### config.mk
export PLATFORM = sky130hd
export DESIGN_NAME = nested_priority_interrupt_unit
export DESIGN_NICKNAME = d
export VERILOG_FILES = /design/src/rtl/nest_pkg.sv /design/src/rtl/arb_if.sv /design/src/rtl/level_arbiter.sv /design/src/rtl/nested_priority_interrupt_unit.sv
export SDC_FILE = /design/constraint.sdc
export NUM_CORES = 1
export LEC_CHECK = 0
export ABC_AREA = 1
export BUFFER_PORTS_ARGS = -buffer_cell sky130_fd_sc_hd__buf_2
export CORE_ASPECT_RATIO = 0.5
export CORE_UTILIZATION = 25
export DETAILED_ROUTE_END_ITERATION = 8
export SLEW_MARGIN = 20
export SYNTH_ARGS = -nofsm -noshare
export SYNTH_HDL_FRONTEND = slang
export SYNTH_SLANG_ARGS = --single-unit
### constraint.sdc
create_clock -name clock_in -period 8.8 [get_ports clock_in]
set_clock_uncertainty 0.1 [all_clocks]
set_input_delay 0.44 -clock clock_in [delete_from_list [all_inputs] [get_ports clock_in]]
set_output_delay 0.44 -clock clock_in [all_outputs]
set_load 0.03 [all_outputs]
### src/rtl/nest_pkg.sv
package nest_pkg;
   // source ranks, polling order low index first
   localparam int SRC_N       = 6;
   localparam int LVL_N       = 4;
   localparam int SRC_EXT0    = 0;
   localparam int SRC_TIMER0  = 1;
   localparam int SRC_EXT1    = 2;
   localparam int SRC_TIMER1  = 3;
   localparam int SRC_SERIAL  = 4;
   localparam int SRC_TIMER2  = 5;

   // code addresses of the service routines
   localparam logic [7:0] VEC_EXT0   = 8'h03;
   localparam logic [7:0] VEC_TIMER0 = 8'h0B;
   localparam logic [7:0] VEC_EXT1   = 8'h13;
   localparam logic [7:0] VEC_TIMER1 = 8'h1B;
   localparam logic [7:0] VEC_SERIAL = 8'h23;
   localparam logic [7:0] VEC_TIMER2 = 8'h2B;

   // register byte offsets
   localparam logic [7:0] OFF_ENABLE     = 8'h00;
   localparam logic [7:0] OFF_LEVEL      = 8'h04;
   localparam logic [7:0] OFF_EXT_MODE   = 8'h08;
   localparam logic [7:0] OFF_STATE      = 8'h0C;
   localparam logic [7:0] OFF_IRQ_STATUS = 8'h10;
   localparam logic [7:0] OFF_IRQ_CLEAR  = 8'h14;
   localparam logic [7:0] OFF_IRQ_ENABLE = 8'h18;

   // reset values and field layout
   localparam logic [7:0]  ENABLE_RST   = 8'h00;
   localparam logic [7:0]  ENABLE_MASK  = 8'hBF;
   localparam int          GLOBAL_BIT   = 7;
   localparam logic [11:0] LEVEL_RST    = 12'h000;
   localparam logic [1:0]  EXT_MODE_RST = 2'h0;
   localparam logic [2:0]  IRQ_EN_RST   = 3'h0;

   // event bits of the interrupt status register
   localparam int EV_N      = 3;
   localparam int EV_VECTOR = 0;
   localparam int EV_NEST   = 1;
   localparam int EV_RETURN = 2;

   localparam logic [1:0] RESP_OKAY   = 2'h0;
   localparam logic [1:0] RESP_SLVERR = 2'h2;
endpackage : nest_pkg

### src/rtl/arb_if.sv
`timescale 1ns/1ps
`default_nettype none
interface arb_if;
   logic [5:0]  pend;
   logic [11:0] prio;
   logic [3:0]  in_service;
   logic        win_valid;
   logic [2:0]  win_idx;
   logic [1:0]  win_lvl;

   modport arbiter (input pend, prio, in_service, output win_valid, win_idx, win_lvl);
   modport ctrl    (output pend, prio, in_service, input win_valid, win_idx, win_lvl);
endinterface : arb_if
`default_nettype wire

### src/rtl/level_arbiter.sv
`timescale 1ns/1ps
`default_nettype none
module level_arbiter (
   arb_if.arbiter bus
);
   logic [1:0] src_lvl [nest_pkg::SRC_N];
   logic [1:0] top_lvl;
   logic       busy;
   logic [5:0] eligible;

   genvar s;
   generate
      for (s = 0; s < nest_pkg::SRC_N; s++) begin : g_src
         assign src_lvl[s] = bus.prio[2*s +: 2];
         // only a strictly higher level than the one in service may cut in
         assign eligible[s] = bus.pend[s] & (~busy | (src_lvl[s] > top_lvl));
      end
   endgenerate

   assign busy = |bus.in_service;

   always_comb begin
      top_lvl = 2'h0;
      for (int l = 0; l < nest_pkg::LVL_N; l++) begin
         if (bus.in_service[l]) begin
            top_lvl = 2'(l);
         end
      end
   end

   // strictly greater keeps the lower rank on a tie
   always_comb begin
      bus.win_valid = 1'b0;
      bus.win_idx   = 3'h0;
      bus.win_lvl   = 2'h0;
      for (int i = 0; i < nest_pkg::SRC_N; i++) begin
         if (eligible[i] && (!bus.win_valid || src_lvl[i] > bus.win_lvl)) begin
            bus.win_valid = 1'b1;
            bus.win_idx   = 3'(i);
            bus.win_lvl   = src_lvl[i];
         end
      end
   end
endmodule : level_arbiter
`default_nettype wire

### src/rtl/nested_priority_interrupt_unit.sv
// Register access over AXI4-Lite and the placing of the registers were decided locally.
`timescale 1ns/1ps
`default_nettype none
// Summary of operation
// - a request waits while an equal or higher level is in service
// - a higher-level request preempts a lower-level routine in service
// - after the preempting routine returns, the suspended lower routine resumes
// - ties resolve by polling rank 1 to 6; serial rank 5, 23H, flags kept
// - external input 0: rank 1, own request flag, vector 03H
// - external input 1: rank 3, own request flag, vector 13H
// - timer 2 overflow or trigger: rank 6, vector 2BH, flags kept
// - external flag cleared on vectoring only in transition mode
module nested_priority_interrupt_unit #(
   parameter int RET_W = 16
) (
   // clock and reset
   input  wire logic             clock_in,
   input  wire logic             nrst_in,
   // axi4-lite slave
   input  wire logic [7:0]       s_axi_awaddr_in,
   input  wire logic             s_axi_awvalid_in,
   output logic                  s_axi_awready_out,
   input  wire logic [31:0]      s_axi_wdata_in,
   input  wire logic [3:0]       s_axi_wstrb_in,
   input  wire logic             s_axi_wvalid_in,
   output logic                  s_axi_wready_out,
   output logic [1:0]            s_axi_bresp_out,
   output logic                  s_axi_bvalid_out,
   input  wire logic             s_axi_bready_in,
   input  wire logic [7:0]       s_axi_araddr_in,
   input  wire logic             s_axi_arvalid_in,
   output logic                  s_axi_arready_out,
   output logic [31:0]           s_axi_rdata_out,
   output logic [1:0]            s_axi_rresp_out,
   output logic                  s_axi_rvalid_out,
   input  wire logic             s_axi_rready_in,
   // request sources
   input  wire logic             ext0_n_in,
   input  wire logic             ext1_n_in,
   input  wire logic             timer_zero_overflow_flag_in,
   input  wire logic             timer_one_overflow_flag_in,
   input  wire logic             timer_two_overflow_flag_in,
   input  wire logic             timer_two_trigger_flag_in,
   input  wire logic             serial_receive_flag_in,
   input  wire logic             serial_transmit_flag_in,
   output logic                  timer_zero_clear_out,
   output logic                  timer_one_clear_out,
   // core sequencer
   output logic                  irq_req_out,
   output logic [7:0]            vector_out,
   output logic [1:0]            level_out,
   input  wire logic             vector_ack_in,
   input  wire logic [RET_W-1:0] return_addr_in,
   input  wire logic             reti_in,
   output logic                  resume_valid_out,
   output logic [RET_W-1:0]      resume_addr_out,
   output logic [3:0]            in_service_out,
   // event interrupt
   output logic                  irq_out
);
   arb_if arb ();
   level_arbiter u_arb (.bus(arb));

   // bus slave state
   logic        awready_r, wready_r, bvalid_r, arready_r, rvalid_r;
   logic        aw_have_r, w_have_r;
   logic [7:0]  awaddr_r;
   logic [31:0] wdata_r;
   logic [3:0]  wstrb_r;
   logic [1:0]  bresp_r, rresp_r;
   logic [31:0] rdata_r;
   // registers
   logic [7:0]  en_r;
   logic [11:0] prio_r;
   logic [1:0]  mode_r;
   logic [2:0]  irq_en_r, irq_stat_r;
   logic        irq_r;
   // sequencing state
   logic [1:0]  ext_flag_r, ext_prev_r;
   logic        req_r, clr_t0_r, clr_t1_r, resume_r;
   logic [2:0]  src_r;
   logic [7:0]  vector_r;
   logic [1:0]  level_r;
   logic [3:0]  in_service_r;
   logic [RET_W-1:0] resume_addr_r;
   logic [RET_W-1:0] ret_mem [nest_pkg::LVL_N];

   // bus decode
   wire         aw_take  = s_axi_awvalid_in & awready_r;
   wire         w_take   = s_axi_wvalid_in & wready_r;
   wire         ar_take  = s_axi_arvalid_in & arready_r;
   wire         do_write = aw_have_r & w_have_r & ~bvalid_r;
   wire [31:0]  wmask    = {{8{wstrb_r[3]}}, {8{wstrb_r[2]}}, {8{wstrb_r[1]}}, {8{wstrb_r[0]}}};
   wire [31:0]  wd       = wdata_r & wmask;
   wire         wr_en    = do_write & (awaddr_r == nest_pkg::OFF_ENABLE);
   wire         wr_lvl   = do_write & (awaddr_r == nest_pkg::OFF_LEVEL);
   wire         wr_mode  = do_write & (awaddr_r == nest_pkg::OFF_EXT_MODE);
   wire         wr_clr   = do_write & (awaddr_r == nest_pkg::OFF_IRQ_CLEAR);
   wire         wr_ien   = do_write & (awaddr_r == nest_pkg::OFF_IRQ_ENABLE);
   wire         wr_hit   = wr_en | wr_lvl | wr_mode | wr_clr | wr_ien;
   wire [7:0]   en_nxt   = ((en_r & ~wmask[7:0]) | wd[7:0]) & nest_pkg::ENABLE_MASK;
   wire [11:0]  prio_nxt = (prio_r & ~wmask[11:0]) | wd[11:0];
   wire [1:0]   mode_nxt = (mode_r & ~wmask[1:0]) | wd[1:0];
   wire [2:0]   ien_nxt  = (irq_en_r & ~wmask[2:0]) | wd[2:0];

   // sources in polling order, rank 1 at bit 0
   wire         t2_req   = timer_two_overflow_flag_in | timer_two_trigger_flag_in;
   wire         ser_req  = serial_receive_flag_in | serial_transmit_flag_in;
   wire [5:0]   pend_raw = {t2_req, ser_req, timer_one_overflow_flag_in, ext_flag_r[1],
                            timer_zero_overflow_flag_in, ext_flag_r[0]};
   // a timer flag is masked while its clear pulse is out, so it cannot vector twice
   wire [5:0]   in_clear = {2'b00, clr_t1_r, 1'b0, clr_t0_r, 1'b0};
   wire [5:0]   pend     = pend_raw & en_r[5:0] & {6{en_r[nest_pkg::GLOBAL_BIT]}} & ~in_clear;

   // rd decode from the live read address
   wire         rd_hit   = (s_axi_araddr_in == nest_pkg::OFF_ENABLE) |
                           (s_axi_araddr_in == nest_pkg::OFF_LEVEL) |
                           (s_axi_araddr_in == nest_pkg::OFF_EXT_MODE) |
                           (s_axi_araddr_in == nest_pkg::OFF_STATE) |
                           (s_axi_araddr_in == nest_pkg::OFF_IRQ_STATUS) |
                           (s_axi_araddr_in == nest_pkg::OFF_IRQ_ENABLE);
   wire [31:0]  rd_data  =
      (s_axi_araddr_in == nest_pkg::OFF_ENABLE)     ? {24'h0000_00, en_r} :
      (s_axi_araddr_in == nest_pkg::OFF_LEVEL)      ? {20'h0_0000, prio_r} :
      (s_axi_araddr_in == nest_pkg::OFF_EXT_MODE)   ? {30'h0000_0000, mode_r} :
      (s_axi_araddr_in == nest_pkg::OFF_STATE)      ? {20'h0_0000, ext_flag_r, pend_raw,
                                                       in_service_r} :
      (s_axi_araddr_in == nest_pkg::OFF_IRQ_STATUS) ? {29'h0000_0000, irq_stat_r} :
      (s_axi_araddr_in == nest_pkg::OFF_IRQ_ENABLE) ? {29'h0000_0000, irq_en_r} :
                                                      32'h0000_0000;

   // service nesting
   logic [1:0]  top_lvl;
   always_comb begin
      top_lvl = 2'h0;
      for (int l = 0; l < nest_pkg::LVL_N; l++) begin
         if (in_service_r[l]) begin
            top_lvl = 2'(l);
         end
      end
   end
   wire         busy      = |in_service_r;
   wire         ack       = vector_ack_in & req_r;
   wire         ret_go    = reti_in & busy;
   wire [3:0]   set_mask  = ack ? (4'h1 << level_r) : 4'h0;
   wire [3:0]   rel_mask  = ret_go ? (4'h1 << top_lvl) : 4'h0;
   wire [3:0]   svc_nxt   = (in_service_r & ~rel_mask) | set_mask;
   wire [7:0]   vector_nxt = nest_pkg::VEC_EXT0 + {2'b00, arb.win_idx, 3'b000};
   wire [2:0]   ev_set    = {ret_go, ack & busy, ack};
   wire [1:0]   ext_pin_n = {ext1_n_in, ext0_n_in};
   wire [1:0]   ext_ack   = {ack & (src_r == 3'(nest_pkg::SRC_EXT1)),
                             ack & (src_r == 3'(nest_pkg::SRC_EXT0))};

   assign arb.pend       = pend;
   assign arb.prio       = prio_r;
   assign arb.in_service = in_service_r;

   // external request flags, one per input
   genvar e;
   generate
      for (e = 0; e < 2; e++) begin : g_ext
         wire fall     = ext_prev_r[e] & ~ext_pin_n[e];
         // set wins over the vectoring clear; level mode simply follows the pin
         wire flag_nxt = mode_r[e] ? ((ext_flag_r[e] & ~ext_ack[e]) | fall) : ~ext_pin_n[e];
         always_ff @(posedge clock_in or negedge nrst_in) begin
            if (!nrst_in) begin
               ext_flag_r[e] <= 1'b0;
               ext_prev_r[e] <= 1'b1;
            end else begin
               ext_flag_r[e] <= flag_nxt;
               ext_prev_r[e] <= ext_pin_n[e];
            end
         end
      end
   endgenerate

   // axi write and read channels
   always_ff @(posedge clock_in or negedge nrst_in) begin
      if (!nrst_in) begin
         awready_r <= 1'b1;
         wready_r  <= 1'b1;
         aw_have_r <= 1'b0;
         w_have_r  <= 1'b0;
         bvalid_r  <= 1'b0;
         bresp_r   <= nest_pkg::RESP_OKAY;
         awaddr_r  <= 8'h00;
         wdata_r   <= 32'h0000_0000;
         wstrb_r   <= 4'h0;
         arready_r <= 1'b1;
         rvalid_r  <= 1'b0;
         rresp_r   <= nest_pkg::RESP_OKAY;
         rdata_r   <= 32'h0000_0000;
      end else begin
         if (aw_take) begin
            awaddr_r  <= s_axi_awaddr_in;
            aw_have_r <= 1'b1;
            awready_r <= 1'b0;
         end else if (do_write) begin
            aw_have_r <= 1'b0;
         end else if (bvalid_r && s_axi_bready_in) begin
            awready_r <= 1'b1;
         end
         if (w_take) begin
            wdata_r  <= s_axi_wdata_in;
            wstrb_r  <= s_axi_wstrb_in;
            w_have_r <= 1'b1;
            wready_r <= 1'b0;
         end else if (do_write) begin
            w_have_r <= 1'b0;
         end else if (bvalid_r && s_axi_bready_in) begin
            wready_r <= 1'b1;
         end
         if (do_write) begin
            bvalid_r <= 1'b1;
            bresp_r  <= wr_hit ? nest_pkg::RESP_OKAY : nest_pkg::RESP_SLVERR;
         end else if (s_axi_bready_in) begin
            bvalid_r <= 1'b0;
         end
         if (ar_take) begin
            arready_r <= 1'b0;
            rvalid_r  <= 1'b1;
            rdata_r   <= rd_data;
            rresp_r   <= rd_hit ? nest_pkg::RESP_OKAY : nest_pkg::RESP_SLVERR;
         end else if (rvalid_r && s_axi_rready_in) begin
            rvalid_r  <= 1'b0;
            arready_r <= 1'b1;
         end
      end
   end

   // software registers and event status
   always_ff @(posedge clock_in or negedge nrst_in) begin
      if (!nrst_in) begin
         en_r       <= nest_pkg::ENABLE_RST;
         prio_r     <= nest_pkg::LEVEL_RST;
         mode_r     <= nest_pkg::EXT_MODE_RST;
         irq_en_r   <= nest_pkg::IRQ_EN_RST;
         irq_stat_r <= 3'h0;
         irq_r      <= 1'b0;
      end else begin
         if (wr_en)   en_r     <= en_nxt;
         if (wr_lvl)  prio_r   <= prio_nxt;
         if (wr_mode) mode_r   <= mode_nxt;
         if (wr_ien)  irq_en_r <= ien_nxt;
         // an event in the clear cycle survives
         irq_stat_r <= (irq_stat_r & ~(wr_clr ? wd[2:0] : 3'h0)) | ev_set;
         irq_r      <= |(irq_stat_r & irq_en_r);
      end
   end

   // request, vectoring and return
   always_ff @(posedge clock_in or negedge nrst_in) begin
      if (!nrst_in) begin
         req_r         <= 1'b0;
         src_r         <= 3'h0;
         vector_r      <= 8'h00;
         level_r       <= 2'h0;
         in_service_r  <= 4'h0;
         clr_t0_r      <= 1'b0;
         clr_t1_r      <= 1'b0;
         resume_r      <= 1'b0;
         resume_addr_r <= '0;
      end else begin
         // the offer tracks the arbiter until taken; ack drops it for one cycle
         req_r        <= ~ack & arb.win_valid;
         if (!ack) begin
            src_r    <= arb.win_idx;
            vector_r <= vector_nxt;
            level_r  <= arb.win_lvl;
         end
         in_service_r <= svc_nxt;
         clr_t0_r     <= ack & (src_r == 3'(nest_pkg::SRC_TIMER0));
         clr_t1_r     <= ack & (src_r == 3'(nest_pkg::SRC_TIMER1));
         resume_r     <= ret_go;
         if (ret_go) resume_addr_r <= ret_mem[top_lvl];
      end
   end

   // one return slot per level: nesting never holds two routines of one level
   always_ff @(posedge clock_in) begin
      if (ack) ret_mem[level_r] <= return_addr_in;
   end

   assign s_axi_awready_out = awready_r;
   assign s_axi_wready_out  = wready_r;
   assign s_axi_bvalid_out  = bvalid_r;
   assign s_axi_bresp_out   = bresp_r;
   assign s_axi_arready_out = arready_r;
   assign s_axi_rvalid_out  = rvalid_r;
   assign s_axi_rresp_out   = rresp_r;
   assign s_axi_rdata_out   = rdata_r;
   assign timer_zero_clear_out = clr_t0_r;
   assign timer_one_clear_out  = clr_t1_r;
   assign irq_req_out      = req_r;
   assign vector_out       = vector_r;
   assign level_out        = level_r;
   assign resume_valid_out = resume_r;
   assign resume_addr_out  = resume_addr_r;
   assign in_service_out   = in_service_r;
   assign irq_out          = irq_r;
endmodule : nested_priority_interrupt_unit
`default_nettype wire

---- Word-level counts from Yosys, hierarchy flattened ----
Memories as Yosys holds them, arrays and structs flattened. A register that Yosys moved wholly into a read port is not among the register bits.
Cells that the tools add are included.
operators by class
  order comparisons ....................... 11
  reductions and logical operators ........ 31
  bitwise logic cells ..................... 78
  multiplexer cells ....................... 48
  $add $sub $neg .......................... 1
  shift operators ......................... 2
  equality and inequality tests ........... 14
operator list
  kind                   count
  $mux W12               4
  $eq A8 B5 Y1 const B   4
  $and A1 B1 Y1          28
  $mux W1                25
  $and A12 B12 Y12       2
  $eq A8 B4 Y1 const B   3
  $mux W2                12
  $gt A2 B2 Y1           11
  $or A1 B1 Y1           19
  $and A6 B6 Y6          3
  $eq A8 B3 Y1 const B   2
  $logic_not A8 Y1       2
  $mux W3                5
  $not A12 Y12           1
  $or A12 B12 Y12        1
  $reduce_bool A2 Y1     6
  $and A3 B3 Y3          3
  $and A8 B8 Y8          1
  $mux W4                2
  $not A8 Y8             1
  $or A8 B8 Y8           1
  $shl A1 B2 Y4 const A  2
  $add A2 B6 Y7 const A  1
  $logic_and A1 B1 Y1    7
  19 further kinds       39
word-level totals
  input port bits ......................... 85
  output and inout port bits .............. 76
  word-level logic and storage cells ...... 217
  register bits ........................... 118
  memories ................................ 1
  bits in writable memories ............... 64
memory list
  memory   words  width  rd ports  clocked after memory_dff  write ports  RTL line                              source
  ret_mem  4      16     1         1                         1            nested_priority_interrupt_unit.sv:86  logic [RET_W-1:0] ret_mem [nest_pkg::LVL_N];

---- Depth between registers and ports, before layout ----
  depth after elaboration ................. 28
  gate-level depth with buffers ........... 58
  depth with buffers taken out ............ 57

---- Cells and area by module ----
Synthesis repeated with hierarchy kept, for this count alone.
second synthesis, totals
  cell total of the unflattened synthesis .. 863
  area total of the unflattened synthesis .. 8182.8 sq um
by module, submodules not included
  module                          cells an instance  sequential area each (sq um)  area each (sq um)  times used
  nested_priority_interrupt_unit  710                4555.6                        7226.9             1
  level_arbiter                   153                0.0                           955.9              1

---- Least setup slack after synthesis ----
Ideal clock, no wire load.
  kind .................................... register to register
  start ................................... register in_service_r[1] (netlist: in_service_out[1])
  end ..................................... register level_r[1] (netlist: level_out[1])
  data required time ...................... 8.579 ns
  path slack .............................. 2.417 ns
  period minus slack after synthesis ...... 6.383 ns
  library setup time ...................... 0.121 ns
  buffers on the path ..................... 2
  arrival ................................. 6.162 ns
  stages on the path, launching flop included .. 56
  cell sequence ........................... dfrtp_1 buf_2 a21oi_1 inv_1 clkbuf_1 ha_1 nand2_1 nand2_1 nand2_2 nand2_2 nor2_1 inv_1 ha_1 inv_1 o21bai_1 nand2_1 nand3_1 nand2_1 (+20 left out) ha_1 inv_1 nor2_1 o21ai_0 o21ai_1 nand2_1 nand3_1 and2_1 ha_1 inv_1 nor2_1 o21ai_0 nand2_1 nand2_2 o21ai_0 inv_1 nand2_1 nand2_1
on the way
  cells in the longest elaborated chain, start to end .. 27
  elaborated cells between the ends (all ways) .. 54
ends and longest elaborated chain
  element                                                  RTL line                               source
  start, declared                                          nested_priority_interrupt_unit.sv:84   logic [3:0] in_service_r;
  start signal, assigned                                   nested_priority_interrupt_unit.sv:271  in_service_r <= svc_nxt;
  $mux W1                                                  level_arbiter.sv:25                    if (bus.in_service[l]) begin
  $mux W2 (2 in a row)                                     level_arbiter.sv:25
  $gt A2 B2 Y1                                             level_arbiter.sv:16                    assign eligible[s] = bus.pend[s] & (~busy | (src_lvl[s] > top_lvl));
  $or A1 B1 Y1                                             level_arbiter.sv:16
  $and A1 B1 Y1                                            level_arbiter.sv:16
  $mux W2 / $mux W1 (equally long branches)                level_arbiter.sv:37                    if (eligible[i] && (!bus.win_valid || src_lvl[i] > bus.win_lvl)) begin
  $gt A2 B2 Y1 / $logic_not A1 Y1 (equally long branches)  level_arbiter.sv:37
  $logic_or A1 B1 Y1                                       level_arbiter.sv:37
  (+10 left out)                                           n/a
  $gt A2 B2 Y1 / $logic_not A1 Y1 (equally long branches)  level_arbiter.sv:37
  $logic_or A1 B1 Y1                                       level_arbiter.sv:37
  $logic_and A1 B1 Y1                                      level_arbiter.sv:37
  $mux W2 / $mux W1 (equally long branches)                level_arbiter.sv:37
  $gt A2 B2 Y1 / $logic_not A1 Y1 (equally long branches)  level_arbiter.sv:37
  $logic_or A1 B1 Y1                                       level_arbiter.sv:37
  $logic_and A1 B1 Y1                                      level_arbiter.sv:37
  $mux W2 (*)                                              level_arbiter.sv:37
  end signal, assigned                                     nested_priority_interrupt_unit.sv:269  level_r <= arb.win_lvl;
  end, declared                                            nested_priority_interrupt_unit.sv:83   logic [1:0] level_r;
Mark *: on every way between the ends. The rest lies on a longest branch, timed or not.
A chain may end at the register's enable or synchronous reset.

---- Final worst setup path ----
  start ................................... register in_service_r[3] (netlist: in_service_out[3])
  end ..................................... register level_r[1] (netlist: level_out[1])
on the way
  cells in the longest elaborated chain, start to end .. 25
  elaborated cells between the ends (all ways) .. 52
ends and longest elaborated chain
  element                                                  RTL line
  $mux W2 / $reduce_or A4 Y1 (equally long branches)       level_arbiter.sv:25, level_arbiter.sv:20
  $gt A2 B2 Y1 / $not A1 Y1 (equally long branches)        level_arbiter.sv:16
  $or A1 B1 Y1                                             level_arbiter.sv:16
  $and A1 B1 Y1                                            level_arbiter.sv:16
  $mux W2 / $mux W1 (equally long branches)                level_arbiter.sv:37
  $gt A2 B2 Y1 / $logic_not A1 Y1 (equally long branches)  level_arbiter.sv:37
  $logic_or A1 B1 Y1                                       level_arbiter.sv:37
  $logic_and A1 B1 Y1                                      level_arbiter.sv:37
  (+9 left out)                                            n/a
  $gt A2 B2 Y1 / $logic_not A1 Y1 (equally long branches)  level_arbiter.sv:37
  $logic_or A1 B1 Y1                                       level_arbiter.sv:37
  $logic_and A1 B1 Y1                                      level_arbiter.sv:37
  $mux W2 / $mux W1 (equally long branches)                level_arbiter.sv:37
  $gt A2 B2 Y1 / $logic_not A1 Y1 (equally long branches)  level_arbiter.sv:37
  $logic_or A1 B1 Y1                                       level_arbiter.sv:37
  $logic_and A1 B1 Y1                                      level_arbiter.sv:37
  $mux W2 (*)                                              level_arbiter.sv:37
Marks and branches as above.

==> metrics.txt <==
largest family of logic cells by synthesized area=simple AND/OR/NAND/NOR gates; core area=30,300 µm²; buffers added on ports=113; Peak VDD IR=0.0977 mV; # hold bufs at CTS=1; Final setup viols=0; Crit path top cell by count=nand2_1; DRT iter0 DRCs=424; area of the mapped netlist=7710 µm²; die height=126 µm; Via-to-Cell Ratio=4.52; Post-CTS Setup Bufs=0; fill cell total of the finished layout=3,111; Synth Area in Compound Gates=11.5%; clk sinks=169; Vias=5,985; Gate power share=16.7%; CP Class=reg -> reg; worst min path class=in -> reg; TritonRoute pass-1 iters=8; number of global-route vias before repair=6,063; DRC=0; synth top area cells=dfrtp_1, edfxtp_1, nand2_1, o21ai_0, nor2_1; CP max-delay cell=nor2_4; Yosys cell types=43; Hold Fails Final Rpt=0; max layer used=met5; sw power=686 µW; FF-to-FF setup slack=1410 ps; xor and xnor fraction of the mapped netlist area=0%; Synth Instances=795; CTS buffer count=17; sw frac=32.6%; largest net degree at the start of global routing=82; CP startpoint kind=flop; multi-input logic area=2630 µm²; sequential element share of the synthesized area=59.1%; Yosys top cell area share=32.5%; wire length on met3=899 µm; layout cells sized above 1=19.5%; status=completed; metal2 WL=10,000 µm; GR Util All Layers=13.1%; first-pass GRT wire length=31,900 µm; register area=4560 µm²; internal power=1410 µW; grt total ovfl=0; sum of negative setup slack=0 ps; pwr dens=226 nW/µm²; R2R Path Start=in_service_out[3]$_DFF_PN0_; mean post-synth cell area=9.70 µm²; post-route minimum period=7390 ps; Metal-1 WL=8640 µm; max-capacitance violation count=0; Initial Utilization=25.4%; Max Freq=135 MHz; Critical Path Sink Type=flop; R2R depth=51; pre-CTS worst setup slack=1450 ps; initial antenna violation count=3; P_leak=0.00422 µW; worst path required time=9020 ps; Std-Cell Rows=45; Yosys top cell by area=dfrtp_1; clk_lat worst skew=430 ps; Synth Area in Adders=3.57%; CTS HTree Levels=4; DIE WIDTH=250 µm; RD Place Congestion=0.892; flops & latches, synth=169; Max stage delay on crit path=710 ps; mux cell area share after synthesis=0.584%; mean routed wirelength per cell=15.1 µm; DP HPWL=14,200 µm; die area=31,600 µm²; min-delay src=ext0_n_in; clock share of power=37.0%; hold endpoint=ext_prev_r[0]$_DFF_PN1_; fraction of registers with async set/reset=62.1%; Synth Warn #=0; # IOs=161; simple-gate area share of the yosys netlist=17.2%; CTS resizes=0; actual slew at the worst max-slew pin=824 ps; Root Driver=clkbuf_16; RR Endpoint=level_out[1]$_DFFE_PN0N_; Clock Path Buffers=2; relative slew slack=45.0%; Crit. Startpoint=in_service_out[3]$_DFF_PN0_; total wire length=20,100 µm; worst path arrival time=7610 ps; CP Max Fanout=32; area grow syn2layout=20.6%; fin worst setup slack=1410 ps; antenna viol nets, final=0; Final Net Count=1,018; sequential fraction of design power=46.2%; Top FF cell, synth=dfrtp_1; Hold Crit Depth=1; TritonCTS clock tree=built; Tcrit/Tclk final=84.0%; unrepaired setup endpoints after global routing=no; number of synthesized flops with an enable pin=64; Reg clk slew, reported paths=70 ps; Max Slew Vio Count=0
layout by cell type, fill, tap and decap left out, types with 4 or more instances in the layout:
cell type | Yosys | routed
o21ai_0 | 85 | 85
conb_1 | 1 | 25
nand2_1 | 126 | 126
nor3_2 | 4 | 4
edfxtp_1 | 64 | 64
nand2_2 | 4 | 4
dfrtp_1 | 100 | 100
a31oi_1 | 9 | 9
clkbuf_16 | 0 | 17
a41oi_1 | 12 | 12
buf_2 | 3 | 112
dfstp_2 | 5 | 5
mux2_2 | 4 | 4
clkinv_8 | 0 | 6
nand3_1 | 51 | 51
inv_12 | 0 | 4
and2_1 | 4 | 4
nor3_1 | 7 | 7
buf_4 | 26 | 8
ha_1 | 22 | 22
a21oi_1 | 25 | 25
nor2_1 | 97 | 96
inv_1 | 87 | 87
o22ai_1 | 7 | 7
kinds of logic (layout without fill, tap and decap cells):
family / count (synthesis) / after routing
compound gates: 155 / 155
fa+ha+maj: 22 / 22
buf+inv: 138 / 243
flops: 169 / 169
mux: 4 / 4
other cells: 1 / 27
simple gates: 306 / 306
final cells by class:
type	count	share of cell area, %
diodes	2	0.0538
clock buffers	17	4.58
clock inverters	15	2.25
inverters	89	3.59
multi-input cells	512	28.3
flip-flops and latches	169	49.0
well taps	399	5.37
repair buffers	122	6.90
routing by layer:
metal | vias to the layer above | track usage [%]
li1 | 2883 | -
met1 | 2910 | 16.3
met2 | 152 | 22.6
met3 | 38 | 2.36
met4 | 2 | 5.45
met5 | - | 0
power groups by stage:
stage / registers (µW) / clock network (µW) / logic [µW]
6_report: 970 / 778 / 352
5_1_grt: 981 / 822 / 393
4_1_cts: 971 / 793 / 356
3_5_place_dp: 987 / 0 / 354
3_3_place_gp: 981 / 0 / 344
2_1_floorplan: 1050 / 0 / 173
worst max-delay path: cells and delay by family, from the launching register on:
kind / cells / cell delay [ps]
and+or+nand+nor: 29 / 3370
adders and majority gates: 5 / 1440
buffers and inverters: 10 / 950
AOI/OAI and AO/OA: 7 / 790
DFF: 1 / 620
through the flow:
step | hold slack [ps] | area, µm² | total power [µW] | std cells | utilization, %
3_3_place_gp | 275 | 8640 | 1330 | 1290 | 28.5
4_1_cts | 8.13 | 9290 | 2120 | 1323 | 30.6
3_5_place_dp | 274 | 8640 | 1340 | 1290 | 28.5
6_report | 20.5 | 9300 | 2100 | 1325 | 30.6
2_1_floorplan | 44.4 | 7800 | 1220 | 819 | -
5_1_grt | 10.3 | 9290 | 2200 | 1324 | 30.6
how the worst max path moves through the flow:
stage,cells past startpoint,to
2_1_floorplan,55,level_out[1]$_DFFE_PN0N_
3_3_place_gp,51,level_out[0]$_DFFE_PN0N_
3_5_place_dp,50,src_r[2]$_DFFE_PN0N_
4_1_cts,52,level_out[1]$_DFFE_PN0N_
5_1_grt,54,level_out[0]$_DFFE_PN0N_
6_report,51,level_out[1]$_DFFE_PN0N_
cells in the mapped netlist (all sizes together), types with 9 or more instances:
library cell,n
nor3,12
a41oi,12
nor2,100
ha,22
a21oi,26
buf,29
clkbuf,20
o21ai,88
a31oi,9
inv,87
nand3,52
dfrtp,100
edfxtp,64
nand2,131
No activity file was read; power rests on OpenSTA's default activity.
